==> config.mk <==
export PLATFORM = sky130hd
export DESIGN_NAME = ssp_strap_mux
export DESIGN_NICKNAME = d
export VERILOG_FILES = /design/src/hw/ssp_pkg.sv /design/src/hw/ssp_pull.sv /design/src/hw/ssp_strap_mux.sv /design/src/hw/ssp_sync.sv
export SDC_FILE = /design/constraint.sdc
export NUM_CORES = 1
export LEC_CHECK = 0
export BUFFER_PORTS_ARGS = -buffer_cell sky130_fd_sc_hd__buf_2
export CAP_MARGIN = 0
export CORE_UTILIZATION = 23
export DETAILED_ROUTE_END_ITERATION = 10
export GPL_TIMING_DRIVEN = 0
export PLACE_DENSITY = 0.47
export SETUP_SLACK_MARGIN = 0.02
export SYNTH_ARGS = -nofsm -noshare
export SYNTH_HDL_FRONTEND = slang
export SYNTH_HIERARCHICAL = 1
export SYNTH_SLANG_ARGS = --single-unit
==> constraint.sdc <==
create_clock -name mclk_i -period 3.2 [get_ports mclk_i]
set_input_delay 0.32 -clock mclk_i [delete_from_list [all_inputs] [get_ports mclk_i]]
set_output_delay 0.32 -clock mclk_i [all_outputs]
set_load 0.03 [all_outputs]
==> src/hw/ssp_pkg.sv <==
/*
 strap sampling and pad mux: shared constants.
 assumes a 200 MHz core clock and a 32-bit apb register port.
*/
// Functional notes
// - the strap pins are sampled at power-on reset and the mode selections come from them.
// - the sample is taken a few milliseconds after reset release, not at the reset edge.
// - after sampling every strap pin returns to its normal gpio or alternate function.
// - each strap pin carries a pull that sets its default value when left open.
// - host data line two defaults to 1 for sdio; held low it selects the generic serial host.
// - jtag can be routed to the sdio pads or to the voice sample port pads.
// - with debug select low, lines two and one give normal, jtag on sdio, jtag on voice, swd.
// - both power enable inputs keep a 200k pull-down, which software may drop in active or sleep.
// - clock request is active high, programmable drive when active, open drain otherwise, pulled down off.
// - both wake lines have programmable pulls; host wakeup drives low when only the radio is up.
// - with both power enables low the keeper pads float with no pull.
// - a low power enable holds its section in reset.
package ssp_pkg;
   // timing
   localparam int CLK_MHZ = 200;
   localparam int STRAP_DELAY_US = 2000;
   localparam int STRAP_DELAY_CYC = STRAP_DELAY_US * CLK_MHZ;
   localparam int CNT_W = 20;
   // register map, byte addresses
   localparam logic [11:0] CTRL_OFS = 12'h000;
   localparam logic [11:0] STATUS_OFS = 12'h004;
   // control fields
   localparam int CTRL_APPLY = 0;
   localparam int CTRL_WLAN_PD_OFF = 1;
   localparam int CTRL_RADIO_PD_OFF = 2;
   localparam int CTRL_CLKREQ_PP = 3;
   localparam int CTRL_HWAKE_LSB = 4;
   localparam int CTRL_DWAKE_LSB = 6;
   localparam logic [7:0] CTRL_RESET = 8'h00;
   // status fields
   localparam int STAT_DONE = 4;
   localparam int STAT_HOST_SPI = 5;
   localparam int STAT_DBG_LSB = 6;
   localparam int STAT_WLAN_ON = 8;
   localparam int STAT_RADIO_ON = 9;
   // strap vector positions and defaults: data2, gpio1, gpio2, debug select
   localparam int ST_DATA2 = 0;
   localparam int ST_GPIO1 = 1;
   localparam int ST_GPIO2 = 2;
   localparam int ST_DSEL = 3;
   localparam logic [3:0] STRAP_DEFAULT = 4'h1;
   localparam logic [3:0] STRAP_PU = 4'h1;
   localparam logic [3:0] STRAP_PD = 4'hE;
   // pull modes
   typedef enum logic [1:0] {
      SSP_PULL_NONE, SSP_PULL_UP, SSP_PULL_DOWN, SSP_PULL_NONE2
   } ssp_pull_t;
   typedef enum logic [1:0] {
      SSP_DBG_NORMAL, SSP_DBG_JTAG_SDIO, SSP_DBG_JTAG_VOICE, SSP_DBG_SWD
   } ssp_dbg_t;
endpackage

==> src/hw/ssp_pull.sv <==
/*
 pull selection for one programmable keeper pad.
 assumes the caller resolves the power state.
*/
`timescale 1ns/10ps
`default_nettype none
module ssp_pull (
   input wire logic [1:0] mode_i,
   input wire logic apply_i,
   input wire logic off_i,
   input wire logic dflt_pd_i,
   output logic pu_o,
   output logic pd_o
);
   wire prog_up = (mode_i == ssp_pkg::SSP_PULL_UP);
   wire prog_dn = (mode_i == ssp_pkg::SSP_PULL_DOWN);
   // power-down floats the pad; otherwise program or fall back to default
   assign pu_o = !off_i && apply_i && prog_up;
   assign pd_o = !off_i && (apply_i ? prog_dn : dflt_pd_i);
endmodule // ssp_pull
`default_nettype wire

==> src/hw/ssp_strap_mux.sv <==
/*
 strap capture, debug pad mux and per-power-state pad control, apb regs.
 assumes pad cells outside turn oe/out/pu/pd into the wire level and that
 all pad inputs are asynchronous to mclk_i.
*/
`timescale 1ns/10ps
`default_nettype none
module ssp_strap_mux #(
   parameter int SAMPLE_DELAY_CYC = ssp_pkg::STRAP_DELAY_CYC
) (
   input wire logic mclk_i,
   input wire logic rstn_i,
   // apb
   input wire logic psel_i,
   input wire logic penable_i,
   input wire logic pwrite_i,
   input wire logic [11:0] paddr_i,
   input wire logic [31:0] pwdata_i,
   output logic [31:0] prdata_o,
   output logic pready_o,
   output logic pslverr_o,
   // pins
   input wire logic ext_por_n_i,
   input wire logic wlan_power_enable_i,
   input wire logic radio_power_enable_i,
   input wire logic [3:0] strap_pin_i,
   // strap pad pulls and function switch
   output logic [3:0] strap_pu_o,
   output logic [3:0] strap_pd_o,
   output logic strap_func_o,
   // captured modes
   output logic host_spi_o,
   output logic sdio_jtag_o,
   output logic voice_jtag_o,
   output logic swd_gpio_o,
   // power enable pulls and section resets
   output logic wlan_power_enable_pd_o,
   output logic radio_power_enable_pd_o,
   output logic wlan_rst_n_o,
   output logic radio_rst_n_o,
   // clock request pad
   input wire logic clk_req_i,
   output logic clk_req_o,
   output logic clk_req_oe_o,
   output logic clk_req_pd_o,
   // wake pads
   input wire logic radio_host_wakeup_i,
   output logic radio_host_wakeup_o,
   output logic radio_host_wakeup_oe_o,
   output logic radio_host_wakeup_pu_o,
   output logic radio_host_wakeup_pd_o,
   output logic radio_device_wakeup_pu_o,
   output logic radio_device_wakeup_pd_o,
   // uart flow control pads
   input wire logic radio_uart_request_i,
   output logic radio_uart_request_out_o,
   output logic radio_uart_request_out_oe_o,
   output logic radio_uart_request_out_pu_o,
   output logic radio_uart_clear_in_pu_o
);
   localparam logic [ssp_pkg::CNT_W-1:0] DELAY_LAST =
      ssp_pkg::CNT_W'(SAMPLE_DELAY_CYC - 1);

   logic [6:0] pins_s;
   logic [7:0] ctrl;
   logic [3:0] strap;
   logic [1:0] dbg;
   logic done;
   logic [ssp_pkg::CNT_W-1:0] cnt;

   ssp_sync #(
      .W(7)
   ) u_sync (
      .mclk_i(mclk_i),
      .rstn_i(rstn_i),
      .d_i({ext_por_n_i, radio_power_enable_i, wlan_power_enable_i,
            strap_pin_i}),
      .q_o(pins_s)
   );

   wire [3:0] strap_s = pins_s[3:0];
   wire wl_on = pins_s[4];
   wire bt_on = pins_s[5];
   wire por_ok = pins_s[6];

   // power states
   wire pwr_off = !wl_on && !bt_on;
   wire radio_only = !wl_on && bt_on;
   wire wlan_only = wl_on && !bt_on;
   wire both_on = wl_on && bt_on;
   // active/sleep: all power present and firmware has set up the pads
   wire active = both_on && ctrl[ssp_pkg::CTRL_APPLY];

   // capture timing
   wire cnt_hit = (cnt == DELAY_LAST);
   wire take = por_ok && !done && cnt_hit;
   wire [ssp_pkg::CNT_W-1:0] next_cnt =
      (!por_ok || done) ? '0 : cnt + ssp_pkg::CNT_W'(1);

   wire [1:0] next_dbg = strap_s[ssp_pkg::ST_DSEL] ? ssp_pkg::SSP_DBG_NORMAL :
      {strap_s[ssp_pkg::ST_GPIO2], strap_s[ssp_pkg::ST_GPIO1]};

   always_ff @(posedge mclk_i) begin
      if (!rstn_i) begin
         cnt <= '0;
      end else begin
         cnt <= next_cnt;
      end
   end

   always_ff @(posedge mclk_i) begin
      if (!rstn_i || !por_ok) begin
         done <= 1'b0;
         strap <= ssp_pkg::STRAP_DEFAULT;
         dbg <= ssp_pkg::SSP_DBG_NORMAL;
      end else if (take) begin
         done <= 1'b1;
         strap <= strap_s;
         dbg <= next_dbg;
      end
   end

   // sdio unless data line two sampled low
   assign host_spi_o = !strap[ssp_pkg::ST_DATA2];
   assign sdio_jtag_o = (dbg == ssp_pkg::SSP_DBG_JTAG_SDIO);
   assign voice_jtag_o = (dbg == ssp_pkg::SSP_DBG_JTAG_VOICE);
   assign swd_gpio_o = (dbg == ssp_pkg::SSP_DBG_SWD);

   assign strap_pu_o = done ? 4'h0 : ssp_pkg::STRAP_PU;
   // debug select keeps its pull-down in every powered state
   assign strap_pd_o = done ? {!pwr_off, 3'h0} : ssp_pkg::STRAP_PD;
   // pins take their function once sampled
   assign strap_func_o = done;

   // apb slave: zero wait states
   wire sel_ctrl = (paddr_i == ssp_pkg::CTRL_OFS);
   wire sel_stat = (paddr_i == ssp_pkg::STATUS_OFS);
   wire mapped = sel_ctrl || sel_stat;
   wire acc = psel_i && penable_i;
   wire wr_ctrl = acc && pwrite_i && sel_ctrl;
   wire [31:0] stat_word = {22'h0, bt_on, wl_on, dbg, host_spi_o, done,
      strap};
   assign pready_o = 1'b1;
   assign pslverr_o = acc && !mapped;
   assign prdata_o = !acc ? 32'h0 : sel_ctrl ? {24'h0, ctrl} :
      sel_stat ? stat_word : 32'h0;

   always_ff @(posedge mclk_i) begin
      if (!rstn_i) begin
         ctrl <= ssp_pkg::CTRL_RESET;
      end else if (wr_ctrl) begin
         ctrl <= pwdata_i[7:0];
      end
   end

   // sections held in reset while unpowered
   assign wlan_rst_n_o = wl_on;
   assign radio_rst_n_o = bt_on;

   // pull-down stays unless dropped while active
   assign wlan_power_enable_pd_o =
      !(active && ctrl[ssp_pkg::CTRL_WLAN_PD_OFF]);
   assign radio_power_enable_pd_o =
      !(active && ctrl[ssp_pkg::CTRL_RADIO_PD_OFF]);

   wire cr_pp = active && ctrl[ssp_pkg::CTRL_CLKREQ_PP];
   assign clk_req_o = clk_req_i && !pwr_off;
   assign clk_req_oe_o = !pwr_off && (cr_pp || !clk_req_i);
   assign clk_req_pd_o = pwr_off;

   ssp_pull u_hwake (
      .mode_i(ctrl[ssp_pkg::CTRL_HWAKE_LSB +: 2]),
      .apply_i(active),
      .off_i(pwr_off || radio_only),
      .dflt_pd_i(1'b1),
      .pu_o(radio_host_wakeup_pu_o),
      .pd_o(radio_host_wakeup_pd_o)
   );
   ssp_pull u_dwake (
      .mode_i(ctrl[ssp_pkg::CTRL_DWAKE_LSB +: 2]),
      .apply_i(active),
      .off_i(pwr_off),
      .dflt_pd_i(1'b1),
      .pu_o(radio_device_wakeup_pu_o),
      .pd_o(radio_device_wakeup_pd_o)
   );
   // host wakeup driven low when only the radio is up
   assign radio_host_wakeup_oe_o = radio_only || active;
   assign radio_host_wakeup_o = active && radio_host_wakeup_i;

   // uart flow control: floats when unpowered
   assign radio_uart_request_out_oe_o = !pwr_off && !wlan_only;
   assign radio_uart_request_out_o =
      radio_uart_request_out_oe_o && radio_uart_request_i;
   assign radio_uart_request_out_pu_o = wlan_only;
   assign radio_uart_clear_in_pu_o = wlan_only;
endmodule // ssp_strap_mux
`default_nettype wire

==> src/hw/ssp_sync.sv <==
/*
 two-flop synchroniser for a vector of pin levels.
 assumes the inputs are quasi-static pad levels.
*/
`timescale 1ns/10ps
`default_nettype none
module ssp_sync #(
   parameter int W = 1
) (
   input wire logic mclk_i,
   input wire logic rstn_i,
   input wire logic [W-1:0] d_i,
   output logic [W-1:0] q_o
);
   logic [W-1:0] meta;
   always_ff @(posedge mclk_i) begin
      if (!rstn_i) begin
         meta <= '0;
         q_o <= '0;
      end else begin
         meta <= d_i;
         q_o <= meta;
      end
   end
endmodule // ssp_sync
`default_nettype wire

=== Word level (Yosys, flattened, before mapping) ===
Cells that the tools add are included.

* Register bits after elaboration: 49
* Input bits: 59
* Output and inout bits: 64
* Logic and storage cells: 72

* $add $sub $neg: 1
* Eq/ne operators: 9
* Multiplexer cells: 8
* Bitwise gates (word level): 1
* Reduce and logical (&&, ||, !) cells: 46

{| class="wikitable"
|+ Operators by type and width
! operator !! count
|-
| 10-bit two-way mux || 3
|-
| 1-bit logical AND || 25
|-
| 20-bit by 1-bit adder with 20-bit output, second input constant || 1
|-
| 20-bit by 19-bit equality test with 1-bit output, second input constant || 1
|-
| 1-bit logical NOT || 13
|-
| 12-bit by 3-bit equality test with 1-bit output, second input constant || 1
|-
| 12-bit logical NOT || 1
|-
| 2-bit equality test, second input constant || 4
|-
| 2-bit by 1-bit equality test with 1-bit output, second input constant || 3
|-
| 1-bit logical OR || 6
|-
| 4-bit two-way mux || 1
|-
| 1-bit two-way mux || 3
|-
| 2-bit two-way mux || 1
|-
| 2-bit OR reduction || 1
|-
| 1-bit inverter || 1
|}

=== Longest topological paths before layout ===
* Depth after elaboration: 6
* Gate-level depth with buffers: 6
* Depth with buffers taken out: 5

=== Modules after synthesis ===
Netlist, hierarchy kept.

{| class="wikitable"
|+ By module, submodules not included
! module !! times used !! cells each !! area each (um2) !! seq. area each (um2)
|-
| ssp_strap_mux || 1 || 241 || 1995.7 || 700.7
|-
| ssp_sync || 1 || 29 || 391.6 || 280.3
|-
| ssp_pull || 2 || 4 || 35.0 || 0.0
|}

=== Least setup slack after synthesis ===
No wires, ideal clock.

* Kind: input to output
* Start point: input port paddr_i[9]
* End point: output port prdata_o[5]
* Arrival: 1851 ps
* Required time: 2880 ps
* Slack: 1029 ps
* Stages on the path: 4
* Path buffers: 0
* Path through: nor4_1 -> and3_1 -> nand3_1 -> a211oi_1

* Cells in the longest elaborated chain, start to end: 4
* Elaborated cells between the ends (all ways): 5
* Classes of those cells: 1 x eq/ne; 3 x mux; 1 x reduce/logical

{| class="wikitable"
|+ Ends and longest elaborated chain
! what !! RTL line !! RTL
|-
| start, declared || ssp_strap_mux.sv:17 || <nowiki>input wire logic [11:0] paddr_i,</nowiki>
|-
| 12-bit by 3-bit equality test with 1-bit output || ssp_strap_mux.sv:137 || <nowiki>wire sel_stat = (paddr_i == ssp_pkg::STATUS_OFS);</nowiki>
|-
| 10-bit two-way mux || ssp_strap_mux.sv:146 || <nowiki>sel_stat ? stat_word : 32'h0;</nowiki>
|-
| 10-bit two-way mux * (2 in series) || ssp_strap_mux.sv:145 || <nowiki>assign prdata_o = !acc ? 32'h0 : sel_ctrl ? {24'h0, ctrl} :</nowiki>
|-
| end, declared || ssp_strap_mux.sv:19 || <nowiki>output logic [31:0] prdata_o,</nowiki>
|}

Every way passes the cells marked *; elsewhere a longest branch is shown, timed or not.

=== Final worst setup path ===
Same ends and word-level chain as after synthesis.

==> summary.txt <==
Run status - finished clean
Class of the most critical hold timing path - in2reg
Final cell utilization of the core - 31.0%
Post-synthesis register bit count - 49
Maximum achievable frequency - 443 MHz
Ant diodes - 0
Logic depth of the worst register-to-register path - 4
Total CTS buffers - 5
Cell type contributing the most total cell area after synthesis - dfxtp_1
Slowest library cell on the worst path - nor4_1
Biggest fanout along the worst timing path - 8
Global Route Usage Sum - 10.8%
Number of top-level pins - 123
Reg2reg setup slack - 1230 ps
PD cells - 379 nW/µm²
Setup tns final - 0 ps
Synthesized cell area - 2460 µm²
Endpoints failing hold - 0
Area of the die - 11100 µm²
CP bufs+invs - 2
Max-capacitance violation count - 0
Via Count - 2140
Worst reg2reg endpoint - cnt[18]
List of cells traversed by the critical path - buf_2, nor4_1, and3_1, nand3_1, a211oi_1, buf_2
Most common library cells after synthesis - 49 x dfxtp_1, 30 x buf_4, 27 x nor2_1
Antenna violations before repair - 0
Post-synthesis instance total - 278
Floorplan die height - 105 µm
Final setup vio count - 0
Routed wire length per instance - 11.1 µm
Cell types with the largest area share after synthesis - dfxtp_1 40%, buf_4 9.2%, mux2i_1 6.1%
H-tree depth - 2
Number of rows in the core area - 37
Type of origin of the critical path - primary input
Relative slew slack - 42.5%
Layout filler cell count - 1113
Beginning of the worst hold path - wlan_power_enable_i
Total count of max-transition violations in the final report - 0
P&R area growth vs syn - 30.2%
Skew final - 6.31 ps
Core area - 10300 µm²
Arr. time, crit path - 1940 ps
Static Leakage - 0.00146 µW
Data required time of the critical path - 2880 ps
Number of global-route vias before repair - 1971
Maximum number of pins on one net before global-route repair - 17
Number of enable-type register cells in the synthesized netlist - 0
RR Startpoint - cnt[7]
Setup repair after global routing missed its margin - no
Cell chosen for the clock root - clkbuf_8
Combined area of the multi-input logic cells - 1300 µm²
IR drop worst, VDD - 0.160 mV
Worst setup path class - in2out
Share of cells above drive strength 1 - 34.1%
Yosys warns - 6
Slew of the pin with the lowest slew margin - 855 ps
DRC errors left - 0
Hold-critical path endpoint - u_sync/meta[4]
Min Clock Period, post-route - 2260 ps
CTS tree - built
Gp weighted congestion - 0.769
Number of cells on the worst hold path - 2
Seq/Total Area, Yosys - 39.9%
DP HPWL - 4620 µm
Clock latency reported for the late side of the worst-skew pair - 300 ps
Total iterations of the first detailed-routing run - 4
Post-CTS Setup Inserts - 0
Resize count post-CTS - 0
Die X-Extent - 105 µm
GRT Residual Overflow - 0
Hold-fix buffers, CTS - 0
Sequential cell area - 981 µm²
Count of distinct cell types in the synthesized netlist - 45
Cell with the most instances after synthesis - dfxtp_1
Yosys top cell area share - 39.9%
DRT antenna net count - 0
Clock sink count - 49
Delay of the slowest critical-path stage - 430 ps
Iter 0 DRT Violations - 99
Per-instance average area after synthesis - 8.84 µm²
Gate family responsible for the most delay along the worst path - simple AND/OR/NAND/NOR gates
Starting Density - 23.8%
Layout net count - 443
WL final - 5760 µm
Global-route wire length before repair - 9510 µm
Post-synth top flop - dfxtp_1
Count of buffers inserted at the top-level ports - 71
CP Capture Type - primary output
Asr flop ratio synth - 0%
Crit-path most repeated cell - buf_2
Clock-pin transition on the worst setup and hold timing paths - 90 ps
Vias per Instance - 4.12
Number of buffers between clock root and the deepest sink - 2
Final period utilization - 70.5%
-- flip-flops by register name, summed over array words and instances (netlist names) --
name / flops
strap_func_o: 1
u_sync/q_o: 7
u_sync/meta: 7
ctrl: 8
dbg: 2
cnt: 20
strap: 4
-- metrics by stage --
| step | cell area, µm² | hold slack [ps] | setup WS [ps] | total power [µW] | cells |
|---|---|---|---|---|---|
| 5_1_grt | 3200 | 211 | 795 | 1270 | 520 |
| 4_1_cts | 3200 | 217 | 956 | 1230 | 520 |
| 3_3_place_gp | 3080 | 428 | 985 | 781 | 512 |
| 6_report | 3200 | 231 | 945 | 1210 | 520 |
| 3_5_place_dp | 3080 | 426 | 956 | 781 | 512 |
| 2_1_floorplan | 2560 | 412 | 1030 | 744 | 305 |
-- final cells by class --
cell class,instances,share of cell area (%)
sequential,49,30.7
buffer,38,8.21
multi-input combinational,213,40.5
clock inverter,3,1.45
tap,136,5.32
timing repair buffer,71,11.1
inverter,5,0.587
clock buffer,5,2.15
-- report_power, final --
| group | internal, µW | switching (µW) |
|---|---|---|
| clock network | 234 | 213 |
| logic | 57.3 | 87.2 |
| registers | 618 | 4.41 |
-- cells in the final DEF (no fill, tap or decap), types with 2 or more instances in the layout --
master and n:
o21ai_0 10, nand4b_1 2, nor3_1 4, dfxtp_1 49, nand3b_1 2, conb_1 29, nor2_1 27, nand2b_1 2
and2_1 9, and4bb_2 2, and3_1 5, clkbuf_8 5, nand4_1 5, a21oi_1 11, a21oi_2 2, a31oi_1 2
or3_1 3, buf_2 71, inv_1 5, and4_1 2, nor2b_1 12, nand3_1 12, nand2_1 14, and2_2 10
buf_4 30, clkbuf_1 6, mux2i_1 15, nor4_1 6, a41o_1 2, xor2_1 4, xnor2_1 7
-- worst max path at each step --
stage                     startpoint          end  slack [ps]  cells past startpoint
after global routing      paddr_i[9]  prdata_o[5]         790                      6
after detailed placement  paddr_i[9]  prdata_o[5]         960                      6
final                     paddr_i[9]  prdata_o[5]         940                      6
after CTS                 paddr_i[9]  prdata_o[5]         960                      6
after global placement    paddr_i[9]  prdata_o[5]         990                      6
after floorplan           paddr_i[9]  prdata_o[5]        1030                      4
-- kinds of logic after synthesis --
kind of cell / count (synthesis) / share of synthesized area, %
mux: 15 / 6.11
xor+xnor: 11 / 3.92
flops: 49 / 39.9
buf+inv: 43 / 11.5
fa+ha+maj: 1 / 0.509
simple gates: 127 / 30.6
other cells: 2 / 0.306
compound gates: 30 / 7.23
-- routing by layer --
metal / vias to the layer above / GRT usage [%] / wire (µm) / share of wire, %
li1: 1113 / - / - / -
met2: 90 / 18.5 / 2600 / 45
met1: 930 / 12.7 / 2590 / 45
met5: - / 0 / 0 / 0
met3: 7 / 3.15 / 490 / 8.5
met4: 0 / 3.92 / 85 / 1.5
No activity file was read; power rests on OpenSTA's default activity.
